$ cat config.mk
export PLATFORM = sky130hd
export DESIGN_NAME = bca_bus_control
export DESIGN_NICKNAME = d
export VERILOG_FILES = /design/src/include/bca_pkg.sv /design/src/hdl/bca_bus_control.sv /design/src/hdl/bca_wait_block.sv
export VERILOG_INCLUDE_DIRS = /design/src /design/src/include
export SDC_FILE = /design/constraint.sdc
export NUM_CORES = 1
export LEC_CHECK = 0
export ABC_AREA = 1
export BUFFER_PORTS_ARGS = -buffer_cell sky130_fd_sc_hd__buf_4
export CAP_MARGIN = 40
export CORE_MARGIN = 4
export CORE_UTILIZATION = 55
export CTS_CLUSTER_DIAMETER = 40
export DETAILED_ROUTE_END_ITERATION = 16
export HOLD_SLACK_MARGIN = 0.1
export PLACE_DENSITY = 0.84
export SLEW_MARGIN = 40
export SYNTH_ARGS = -nofsm -noshare
export SYNTH_HDL_FRONTEND = slang
export SYNTH_SLANG_ARGS = --single-unit
$ cat constraint.sdc
create_clock -name clk_i -period 3.05 [get_ports clk_i]
set_input_delay 0.4575 -clock clk_i [delete_from_list [all_inputs] [get_ports clk_i]]
set_output_delay 0.4575 -clock clk_i [all_outputs]
set_load 0.01 [all_outputs]
$ cat src/include/bca_params.svh
// Widths, field positions and reset values of the bus control block
`ifndef BCA_PARAMS_SVH
`define BCA_PARAMS_SVH

`define BCA_ADDR_W 24
`define BCA_DATA_W 16
`define BCA_BYTE_W 8
`define BCA_REF_W 16
`define BCA_WAIT_W 3
`define BCA_FIELD_W 4
`define BCA_BLK_HI 23
`define BCA_BLK_LO 20
`define BCA_SUB_HI 19
`define BCA_SUB_LO 16
`define BCA_HI_BYTE_HI 15
`define BCA_HI_BYTE_LO 8
`define BCA_LO_BYTE_HI 7
`define BCA_WAIT_ZERO 3'h0
`define BCA_WAIT_ONE 3'h1
`define BCA_REF_RST 16'h0000
`define BCA_REF_ONE 16'h0001
`define BCA_REF_PAD 8'h00
`define BCA_CAP_W 2

`endif

$ cat src/include/bca_pkg.sv
// Types shared by the bus control block
package bca_pkg;
`include "bca_params.svh"

   // Bus sequencer states
   typedef enum logic [4:0]
   {
      ST_IDLE  = 5'b00001,
      ST_T1    = 5'b00010,
      ST_DATA  = 5'b00100,
      ST_HOLD  = 5'b01000,
      ST_HDROP = 5'b10000
   } bca_state_t;

   // Internal bus owners
   typedef enum logic [2:0]
   {
      OWN_CPU = 3'b001,
      OWN_DMA = 3'b010,
      OWN_REF = 3'b100
   } bca_owner_t;

   // Complete register state of the top module
   typedef struct packed
   {
      bca_state_t state;
      bca_owner_t owner;
      logic locked;
      logic [`BCA_ADDR_W-1:0] addr;
      logic wr;
      logic io;
      logic ube_n;
      logic a0;
      logic split;
      logic [`BCA_WAIT_W-1:0] wcnt;
      logic [`BCA_DATA_W-1:0] wdata;
      logic [`BCA_BYTE_W-1:0] lo_byte;
      logic [`BCA_DATA_W-1:0] rdata;
      logic [`BCA_REF_W-1:0] ref_addr;
      logic hold_s1;
      logic hold_s2;
      logic rdy_s1;
      logic rdy_s2;
      logic b8_s1;
      logic b8_s2;
      logic [`BCA_DATA_W-1:0] din_s1;
      logic [`BCA_DATA_W-1:0] din_s2;
      logic [`BCA_CAP_W-1:0] cap_lo;
      logic [`BCA_CAP_W-1:0] cap_rd;
      logic cap_join;
   } bca_regs_t;
endpackage

$ cat src/hdl/bca_bus_control.sv
// Bus control: byte lanes, bus sizing, mastership, wait states and refresh
`timescale 1ns/1ps
`include "bca_params.svh"
module bca_bus_control
(
   input wire logic clk_i,
   input wire logic rst_n_i,
   input wire logic cpu_req_i,
   input wire logic cpu_lock_i,
   input wire logic [`BCA_ADDR_W-1:0] cpu_addr_i,
   input wire logic cpu_io_i,
   input wire logic cpu_write_i,
   input wire logic cpu_width16_i,
   input wire logic [`BCA_DATA_W-1:0] cpu_wdata_i,
   output logic cpu_done_o,
   output logic [`BCA_DATA_W-1:0] rdata_o,
   input wire logic dma_req_i,
   input wire logic [`BCA_ADDR_W-1:0] dma_addr_i,
   input wire logic dma_write_i,
   input wire logic dma_width16_i,
   output logic dma_done_o,
   input wire logic ref_req_i,
   input wire logic ref_urgent_i,
   output logic ref_done_o,
   input wire logic [`BCA_FIELD_W-1:0] blk_bound_lo_i,
   input wire logic [`BCA_FIELD_W-1:0] blk_bound_hi_i,
   input wire logic [`BCA_WAIT_W-1:0] blk_wait0_i,
   input wire logic [`BCA_WAIT_W-1:0] blk_wait1_i,
   input wire logic [`BCA_WAIT_W-1:0] blk_wait2_i,
   input wire logic [`BCA_FIELD_W-1:0] sub_region_i,
   input wire logic [`BCA_FIELD_W-1:0] sub_bound_lo_i,
   input wire logic [`BCA_FIELD_W-1:0] sub_bound_hi_i,
   input wire logic [`BCA_WAIT_W-1:0] sub_wait0_i,
   input wire logic [`BCA_WAIT_W-1:0] sub_wait1_i,
   input wire logic [`BCA_WAIT_W-1:0] sub_wait2_i,
   input wire logic [`BCA_WAIT_W-1:0] io_wait_i,
   input wire logic [`BCA_WAIT_W-1:0] ref_wait_i,
   input wire logic hold_request_i,
   output logic hold_acknowledge_o,
   output logic bus_lock_n_o,
   input wire logic ready_n_i,
   input wire logic bus8_i,
   output logic [`BCA_ADDR_W-1:0] addr_o,
   output logic addr_bit_zero_o,
   output logic upper_byte_enable_n_o,
   output logic addr_oe_o,
   input wire logic [`BCA_DATA_W-1:0] data_i,
   output logic [`BCA_DATA_W-1:0] data_o,
   output logic data_oe_o,
   output logic read_n_o,
   output logic write_n_o,
   output logic mem_io_o,
   output logic refresh_cycle_indicator_n_o
);
   import bca_pkg::*;
   //------------------------------------------------------------
   // State and wait selection
   //------------------------------------------------------------
   bca_regs_t r;
   bca_regs_t next_r;
   logic [`BCA_WAIT_W-1:0] blk_wait;
   logic [`BCA_WAIT_W-1:0] sub_wait;
   logic cycle_end;
   logic go_split;

   // Whole 16 megabytes split into three blocks, looked up on the latched address
   bca_wait_block #(.FW(`BCA_FIELD_W), .WW(`BCA_WAIT_W)) u_blk_wait
   (
      .field_i(r.addr[`BCA_BLK_HI:`BCA_BLK_LO]),
      .bound_lo_i(blk_bound_lo_i),
      .bound_hi_i(blk_bound_hi_i),
      .wait0_i(blk_wait0_i),
      .wait1_i(blk_wait1_i),
      .wait2_i(blk_wait2_i),
      .wait_o(blk_wait)
   );
   // Chosen megabyte split into three blocks of its own
   bca_wait_block #(.FW(`BCA_FIELD_W), .WW(`BCA_WAIT_W)) u_sub_wait
   (
      .field_i(r.addr[`BCA_SUB_HI:`BCA_SUB_LO]),
      .bound_lo_i(sub_bound_lo_i),
      .bound_hi_i(sub_bound_hi_i),
      .wait0_i(sub_wait0_i),
      .wait1_i(sub_wait1_i),
      .wait2_i(sub_wait2_i),
      .wait_o(sub_wait)
   );

   // Cycle ends once programmed waits are spent and ready is seen low
   assign cycle_end = (r.state == ST_DATA) && (r.wcnt == `BCA_WAIT_ZERO)
                      && !r.rdy_s2;
   // A full-width CPU or DMA memory access to a byte-wide device needs a second cycle
   assign go_split = cycle_end && !r.split && r.b8_s2 && !r.ube_n && !r.a0
                     && !r.io && (r.owner != OWN_REF);

   //------------------------------------------------------------
   // Next state
   //------------------------------------------------------------
   always_comb
   begin
      next_r = r;
      // Two-flop synchronisers on pin inputs
      next_r.hold_s1 = hold_request_i;
      next_r.hold_s2 = r.hold_s1;
      next_r.rdy_s1 = ready_n_i;
      next_r.rdy_s2 = r.rdy_s1;
      next_r.b8_s1 = bus8_i;
      next_r.b8_s2 = r.b8_s1;
      next_r.din_s1 = data_i;
      next_r.din_s2 = r.din_s1;
      // Pin data reach the second flop two cycles after the strobe, so capture waits
      next_r.cap_lo = {r.cap_lo[`BCA_CAP_W-2:0], go_split && !r.wr};
      next_r.cap_rd = {r.cap_rd[`BCA_CAP_W-2:0], cpu_done_o && !r.wr};
      if (cycle_end)
         next_r.cap_join = r.split;
      if (r.cap_lo[`BCA_CAP_W-1])
         next_r.lo_byte = r.din_s2[`BCA_LO_BYTE_HI:0];
      if (r.cap_rd[`BCA_CAP_W-1])
         next_r.rdata = r.cap_join ? {r.din_s2[`BCA_LO_BYTE_HI:0], r.lo_byte} : r.din_s2;
      unique case (r.state)
         ST_IDLE:
         begin
            // Arbitration only happens between bus cycles
            if (!cpu_lock_i)
               next_r.locked = 1'b0;
            if (cpu_req_i && cpu_lock_i)
            begin
               next_r.owner = OWN_CPU;
               next_r.locked = 1'b1;
               next_r.state = ST_T1;
            end
            else if (ref_urgent_i)
            begin
               next_r.owner = OWN_REF;
               next_r.state = ST_T1;
            end
            else if (dma_req_i)
            begin
               next_r.owner = OWN_DMA;
               next_r.state = ST_T1;
            end
            else if (r.hold_s2 && !r.locked)
               next_r.state = ST_HOLD;
            else if (cpu_req_i)
            begin
               next_r.owner = OWN_CPU;
               next_r.state = ST_T1;
            end
            else if (ref_req_i)
            begin
               next_r.owner = OWN_REF;
               next_r.state = ST_T1;
            end
            // Latch the winner's cycle description
            next_r.split = 1'b0;
            if (next_r.state == ST_T1)
            begin
               unique case (next_r.owner)
                  OWN_CPU:
                  begin
                     next_r.addr = cpu_addr_i;
                     next_r.wr = cpu_write_i;
                     next_r.io = cpu_io_i;
                     next_r.wdata = cpu_wdata_i;
                     next_r.a0 = cpu_addr_i[0];
                     next_r.ube_n = !(cpu_width16_i || cpu_addr_i[0]);
                  end
                  OWN_DMA:
                  begin
                     next_r.addr = dma_addr_i;
                     next_r.wr = dma_write_i;
                     next_r.io = 1'b0;
                     next_r.a0 = dma_addr_i[0];
                     next_r.ube_n = !(dma_width16_i || dma_addr_i[0]);
                  end
                  OWN_REF:
                  begin
                     next_r.addr = {`BCA_REF_PAD, r.ref_addr};
                     next_r.wr = 1'b0;
                     next_r.io = 1'b0;
                     next_r.a0 = r.ref_addr[0];
                     next_r.ube_n = 1'b0;
                  end
               endcase
            end
         end
         ST_T1:
         begin
            // Load the programmed wait count for this cycle
            if (r.owner == OWN_REF)
               next_r.wcnt = ref_wait_i;
            else if (r.io)
               next_r.wcnt = io_wait_i;
            else if (r.addr[`BCA_BLK_HI:`BCA_BLK_LO] == sub_region_i)
               next_r.wcnt = sub_wait;
            else
               next_r.wcnt = blk_wait;
            next_r.state = ST_DATA;
         end
         ST_DATA:
         begin
            if (r.wcnt != `BCA_WAIT_ZERO)
               next_r.wcnt = r.wcnt - `BCA_WAIT_ONE;
            else if (go_split)
            begin
               // Second cycle: upper byte moves onto the lower lane
               next_r.wdata = {2{r.wdata[`BCA_HI_BYTE_HI:`BCA_HI_BYTE_LO]}};
               next_r.ube_n = 1'b1;
               next_r.a0 = 1'b1;
               next_r.split = 1'b1;
               next_r.state = ST_T1;
            end
            else if (cycle_end)
            begin
               if (r.owner == OWN_REF)
                  next_r.ref_addr = r.ref_addr + `BCA_REF_ONE;
               next_r.state = ST_IDLE;
            end
         end
         ST_HOLD:
         begin
            if (ref_urgent_i || dma_req_i)
               next_r.state = ST_HDROP;
            else if (!r.hold_s2)
               next_r.state = ST_IDLE;
         end
         ST_HDROP:
         begin
            // Bus stays released until the external master lets go
            if (!r.hold_s2)
               next_r.state = ST_IDLE;
         end
      endcase
   end
   //------------------------------------------------------------
   // State register
   //------------------------------------------------------------
   always_ff @(posedge clk_i)
   begin
      if (!rst_n_i)
      begin
         r <= '0;
         r.state <= ST_IDLE;
         r.owner <= OWN_CPU;
         r.ube_n <= 1'b1;
         r.rdy_s1 <= 1'b1;
         r.rdy_s2 <= 1'b1;
         r.ref_addr <= `BCA_REF_RST;
      end
      else
      begin
         r <= next_r;
      end
   end

   //------------------------------------------------------------
   // Pin and handshake outputs
   //------------------------------------------------------------
   // Completion pulses in the cycle the bus cycle ends
   assign cpu_done_o = cycle_end && !go_split && (r.owner == OWN_CPU);
   assign dma_done_o = cycle_end && !go_split && (r.owner == OWN_DMA);
   assign ref_done_o = cycle_end && (r.owner == OWN_REF);
   assign rdata_o = r.rdata;

   // One shared interface drives address and strobes for every internal master, data only for CPU writes
   assign addr_o = r.addr;
   assign addr_bit_zero_o = r.a0;
   assign upper_byte_enable_n_o = r.ube_n;
   assign data_o = r.wdata;
   assign addr_oe_o = !((r.state == ST_HOLD) || (r.state == ST_HDROP));
   assign data_oe_o = r.wr && (r.owner == OWN_CPU)
                      && ((r.state == ST_T1) || (r.state == ST_DATA));
   assign read_n_o = !((r.state == ST_DATA) && !r.wr);
   assign write_n_o = !((r.state == ST_DATA) && r.wr);
   assign mem_io_o = !r.io;
   assign refresh_cycle_indicator_n_o = !((r.owner == OWN_REF)
      && ((r.state == ST_T1) || (r.state == ST_DATA)));
   assign hold_acknowledge_o = (r.state == ST_HOLD);
   assign bus_lock_n_o = !r.locked;
endmodule

$ cat src/hdl/bca_wait_block.sv
// Three-block wait count selector for one address field
`timescale 1ns/1ps
module bca_wait_block
#(
   parameter int FW = 4,
   parameter int WW = 3
)
(
   input wire logic [FW-1:0] field_i,
   input wire logic [FW-1:0] bound_lo_i,
   input wire logic [FW-1:0] bound_hi_i,
   input wire logic [WW-1:0] wait0_i,
   input wire logic [WW-1:0] wait1_i,
   input wire logic [WW-1:0] wait2_i,
   output logic [WW-1:0] wait_o
);
   // Below the low bound is block 0, below the high bound block 1, else block 2
   always_comb
   begin
      if (field_i < bound_lo_i)
      begin
         wait_o = wait0_i;
      end
      else if (field_i < bound_hi_i)
      begin
         wait_o = wait1_i;
      end
      else
      begin
         wait_o = wait2_i;
      end
   end
endmodule

---- Word-level counts from Yosys, hierarchy flattened ----
Cells that the tools add are included.
W data, S select, Z words.
cells by class
  add/sub/neg operators ................... 2
  $lt $le $gt $ge ......................... 4
  equal/unequal tests ..................... 21
  muxes and demuxes ....................... 36
  bitwise logic cells ..................... 3
  reductions and logical operators ........ 53
operator list
  operator                 number
  $pmux W28 S3             1
  $mux W8                  8
  $mux W16                 3
  $mux W3                  11
  $pmux W16 S2             1
  $mux W5                  6
  $pmux W5 S5              1
  $logic_and A1 B1 Y1      21
  $add A16 B1 Y16 const B  1
  $lt A4 B4 Y1             4
  $logic_not A1 Y1         14
  $pmux W3 S2              2
  $eq A5 B2 Y1 const B     2
  $reduce_and A5 Y1        2
  $reduce_and A2 Y1        4
  $reduce_and A4 Y1        2
  $eq A3 B1 Y1 const B     2
  $eq A3 B2 Y1 const B     2
  $eq A3 B3 Y1 const B     2
  $ne A2 B1 Y1 const B     3
  $ne A2 B2 Y1 const B     3
  $ne A3 B3 Y1 const B     2
  $eq A5 B1 Y1 const B     1
  $eq A5 B3 Y1 const B     1
  other kinds (12)         20
word-level totals
  register bits ........................... 140
  bits of input ports ..................... 139
  output and inout bits ................... 69
  logic and storage cells ................. 145

---- Depth between registers and ports, before layout ----
  depth in word-level cells ............... 13
  mapped depth ............................ 16
  gate-level depth less buffers ........... 15

---- Cells and area by module ----
Synthesis repeated with hierarchy kept, for this count alone.
unflattened totals
  cell total of the unflattened synthesis .. 1079
  area, all modules ....................... 7437.1 um2
modules (own cells, without submodules)
  module           times used  cells each  area each (um2)  seq. area each (um2)
  bca_bus_control  1           979         6871.6           2802.7
  bca_wait_block   2           50          282.8            0.0

---- Least setup slack after synthesis ----
No wires, ideal clock.
  path type ............................... register to output
  start ................................... reg r[99] (netlist name)
  end ..................................... out dma_done_o
  data arrival time ....................... 1.534 ns
  path slack .............................. 1.059 ns
  cell stages (with the launch flop) ...... 14
  path buffers ............................ 0
  cell sequence ........................... dfxtp_1 > inv_1 > ha_1 > inv_1 > nor2_1 > nand2_1 > nor2_4 > nand2_1 > inv_1 > nand2_1 > inv_1 > nor2_1 > inv_1 > nor4_1
on the way
  longest elaborated chain between the ends .. 12
ends and longest elaborated chain
  what                                 line                    RTL
  start, declared                      bca_bus_control.sv:59   bca_regs_t r;
  start signal, assigned               bca_bus_control.sv:252  r <= next_r;
  $logic_not A3 Y1 (no source line) *  --
  $logic_and A1 B1 Y1 * (2 in series)  bca_bus_control.sv:90   assign cycle_end = (r.state == ST_DATA) && (r.wcnt == `BCA_WAIT_ZERO)
  $logic_and A1 B1 Y1 (4 in series)    bca_bus_control.sv:93   assign go_split = cycle_end && !r.split && r.b8_s2 && !r.ube_n && !r.a0
  $logic_and A1 B1 Y1 (2 in series)    bca_bus_control.sv:94   && !r.io && (r.owner != OWN_REF);
  $logic_not A1 Y1                     bca_bus_control.sv:261  assign dma_done_o = cycle_end && !go_split && (r.owner == OWN_DMA);
  $logic_and A1 B1 Y1 * (2 in series)  bca_bus_control.sv:261
  end, declared                        bca_bus_control.sv:21   output logic dma_done_o,
Every way passes the cells marked *; elsewhere a longest branch is shown, timed or not.

---- Worst setup path after layout ----
  start ................................... reg r[139] (netlist name)
  end ..................................... out dma_done_o
on the way
  longest elaborated chain between the ends .. 12
ends and longest elaborated chain
  what                                 line
  $eq A5 B3 Y1 *                       bca_bus_control.sv:90
  $logic_and A1 B1 Y1 * (2 in series)  bca_bus_control.sv:90
  $logic_and A1 B1 Y1 (4 in series)    bca_bus_control.sv:93
  $logic_and A1 B1 Y1 (2 in series)    bca_bus_control.sv:94
  $logic_not A1 Y1                     bca_bus_control.sv:261
  $logic_and A1 B1 Y1 * (2 in series)  bca_bus_control.sv:261
Marked as above.

==> impl_summary.txt <==
----------------------------------------------------
[Yosys]
  Fraction of the mapped netlist area in simple logic gates ... 24.39%
  Part of the Yosys area used for sequential elements ... 40.19%
  Synth Warn # ... 0
  Synth Area per Inst ... 7.101 um^2
  Distinct cell type count of the synthesized netlist ... 39
  XOR/XNOR share of the synthesized area ... 0.6280%
  Post-Synthesis Net Count ... 1136
  Largest family of logic cells by synthesized area ... simple AND/OR/NAND/NOR gates
  Post-Synthesis Cell Area ... 6973 um^2
  Yosys reg bits ... 140
  Number of instances in the synthesized netlist ... 982
  Complex-gate fraction of the synthesized area ... 15.49%
  Share of synthesized cell area in full adder, half adder and majority cells ... 2.692%
  Post-synthesis mux area share ... 0%

[Clock tree]
  Number of gates resized after cts ... 0
  Number of clock sinks ... 140
  Maximum level of the CTS H-tree ... 4
  Total of hold buffers inserted after clock tree synthesis ... 0
  CTS tree ... built
  Number of CTS-inserted buffers ... 17
  Buffers inserted during post-CTS setup optimization ... 0
  Max Buffers Root-to-Sink ... 2
  Clk pin slew, worst setup/hold paths ... 0.07 ns
  Clk root buf ... clkbuf_16
  Latest clock arrival within the worst-skew pair ... 0.42 ns

[Drt]
  Routed wirelength normalized by instance count ... 13.78 um
  DRT Pass-1 Iters ... 6
  Vias after detailed routing ... 6568
  Post-route DRC violation count ... 0
  Count of nets left with antenna violations after detail routing ... 0
  Vias per Instance ... 5.041
  Overall routed net length ... 17.95 mm
  Initial drt markers ... 682

[Layout]
  Post-layout utilization of the core ... 72.10%
  Commonest cells after routing, fill and taps aside ... 219 x nand2_1, 213 x buf_4, 142 x inv_1
  Count of placed standard cells in the final layout, fillers left out ... 1303
  Synth-to-Final Area Change ... 26.27%
  Share of layout cells above drive strength 1 ... 24.49%
  Diodes inserted ... 0
  Most frequent standard cell in the layout excluding fill and tap cells ... nand2_1
  Number of nets in the layout ... 1276

[Worst setup path]
  Flop2flop setup slack ... 0.74 ns
  Worst flop-to-flop path startpoint ... r[41]
  Cell count of the worst reg-to-reg path ... 12
  Crit Path Max Fanout ... 10
  Critical path class ... register to output pin
  Data required time of the worst path ... 2.59 ns
  Worst setup SP type ... register
  Endpoint of the worst-slack reg-to-reg timing path ... upper_byte_enable_n_o
  Worst path arrival time ... 2.32 ns
  Kind of end point of the critical path ... output pin

[STA]
  Number of pins with negative max-slew slack in the final report ... 0
  Final Cycle Share ... 91.04%
  RSZ-0062 raised after global routing ... false
  Clock tree skew after final layout ... 0.01246 ns
  Worst hold slack ... 0.2192 ns
  Hold Vio Cnt, Final ... 0
  Headroom to the max-slew limit ... 41.47%
  Total setup violations reported at the end of the flow ... 0
  Total Negative Setup Slacks ... 0 ns
  Transition time at the pin with the least slew margin ... 0.8699 ns
  Final critical delay including setup and external delays ... 2.777 ns
  Achievable frequency ... 360.1 MHz

[Power]
  Leakage component of the power ... 0.004450 uW
  Pint ... 3452 uW
  Sw frac ... 28.66%
  Overall power consumption ... 4839 uW
  Combinational cell fraction of total power ... 15.4%
  Relative contribution of sequential cells to total power ... 41.2%
  Clock share of power ... 43.4%
  Areal power density over the cells ... 549.6 nW/um^2
  Highest ir drop seen on vdd ... 400.2 uV
  Switching power summed over all nets ... 1387 uW

[Floorplanning]
  I/O pin cnt ... 208
  Vertical extent of the die ... 120.6 um
  Die footprint ... 14540 um^2
  Placeable Area ... 12210 um^2
  Starting density of the core ... 57.10%
  Row Count ... 40
  Horizontal die dimension ... 120.6 um

[Worst hold path]
  Hold Path Sink ... next_r[7]
  Hold path depth ... 3
  Hold wc startpoint ... data_i[2]
  Hold/Removal Path Class ... input port to register

[GRT]
  First-pass GRT wire length ... 29.10 mm
  Global route overflow ... 0
  Vias in the first global route ... 6155
  Maximum number of pins on one net before global-route repair ... 46
  Overall routing resource usage ... 24.55%
  Antenna violations before repair ... 0

[Place]
  Instance count after placement with tap cells included ... 1271
  HPWL after DPL ... 13.24 mm
  Count of buffers from port buffering ... 207
  RD Place Congestion ... 0.9676

[Job]
  Max cap viols ... 0

[Status]
  Run status ... finished clean

----------------------------------------------------
routing by layer:
layer / up-vias / share of wire (%) / GRT usage, %
met3: 34 / 5.8 / 4.350
met1: 2945 / 43 / 31.84
met5: - / 0 / 0
li1: 3367 / - / -
met2: 222 / 49 / 40.66
met4: 0 / 2.4 / 9.632
registers in the layout (all words and copies together), names as in the netlist:
register	flops
data_o	16
addr_o	24
r	61
upper_byte_enable_n_o	1
next_r	21
rdata_o	16
addr_bit_zero_o	1
final cells by class:
cell class / instances / area, um^2
Clock buffer: 17 / 425.4
Clock inverter: 15 / 183.9
Fill cell: 1017 / 3407
Inverter: 152 / 570.5
Multi-Input combinational cell: 598 / 3012
Sequential cell: 140 / 2804
Tap cell: 168 / 210.2
Timing Repair Buffer: 213 / 1599
synth_stat cells (all sizes together):
cell | count | area share (%)
nand3b | 11 | 1.2
a31o | 1 | 0.13
nand2 | 222 | 12
nand4 | 3 | 0.27
clkinv | 3 | 0.16
xor2 | 1 | 0.13
xnor2 | 4 | 0.50
buf | 68 | 7.1
nor3b | 2 | 0.22
nor2 | 68 | 4.3
o21ai | 72 | 5.3
nand3 | 48 | 3.6
nor3 | 17 | 1.5
ha | 15 | 2.7
a31oi | 16 | 1.4
inv | 149 | 8.0
o211ai | 17 | 1.8
or2 | 3 | 0.27
nor4 | 7 | 0.93
a211oi | 4 | 0.43
o21a | 4 | 0.43
clkbuf | 24 | 1.3
a21oi | 83 | 6.0
dfxtp | 140 | 40
per-stage QoR:
step / setup slack, ns / instance area, um^2
2_1_floorplan: 1.059 / 6973
3_3_place_gp: 0.7603 / 8194
3_5_place_dp: 0.7448 / 8195
4_1_cts: 0.3193 / 8805
5_1_grt: 0.1076 / 8805
6_report: 0.2733 / 8805
power by group through the flow:
| stage | combinational [uW] | clock [uW] | sequential, uW |
|---|---|---|---|
| after global routing | 838 | 2210 | 2000 |
| final | 747 | 2100 | 1990 |
| after detailed placement | 742 | 0 | 2030 |
| after floorplan | 503 | 0 | 2010 |
| after CTS | 748 | 2130 | 1990 |
| after global placement | 729 | 0 | 2030 |
how the worst max path moves through the flow:
stage                   start    endpoint  cells past startpoint
floorplan               r[99]  dma_done_o                     13
global placement       r[139]  dma_done_o                     11
detailed placement  cpu_req_i   addr_o[0]                     12
CTS                    r[139]  dma_done_o                     11
global route           r[139]  dma_done_o                     11
finish                 r[139]  dma_done_o                     11
cells by family after synthesis:
family | Yosys count
adders and majority gates | 15
xor gates and xnor gates | 5
AOI/OAI and AO/OA | 197
and+or+nand+nor | 381
buffers and inverters | 244
DFF | 140
worst max-delay path: stages, from the launching register on:
cell and delay [ns]:
dfxtp_1 0.44, inv_1 0.14, nand3_2 0.27, nor2_4 0.08
nand2_1 0.07, inv_1 0.05, nand2_1 0.16, inv_1 0.06
nor2_1 0.09, inv_1 0.08, nor4_1 0.27, buf_4 0.19
Note: power is estimated with default switching activity, not from simulation.
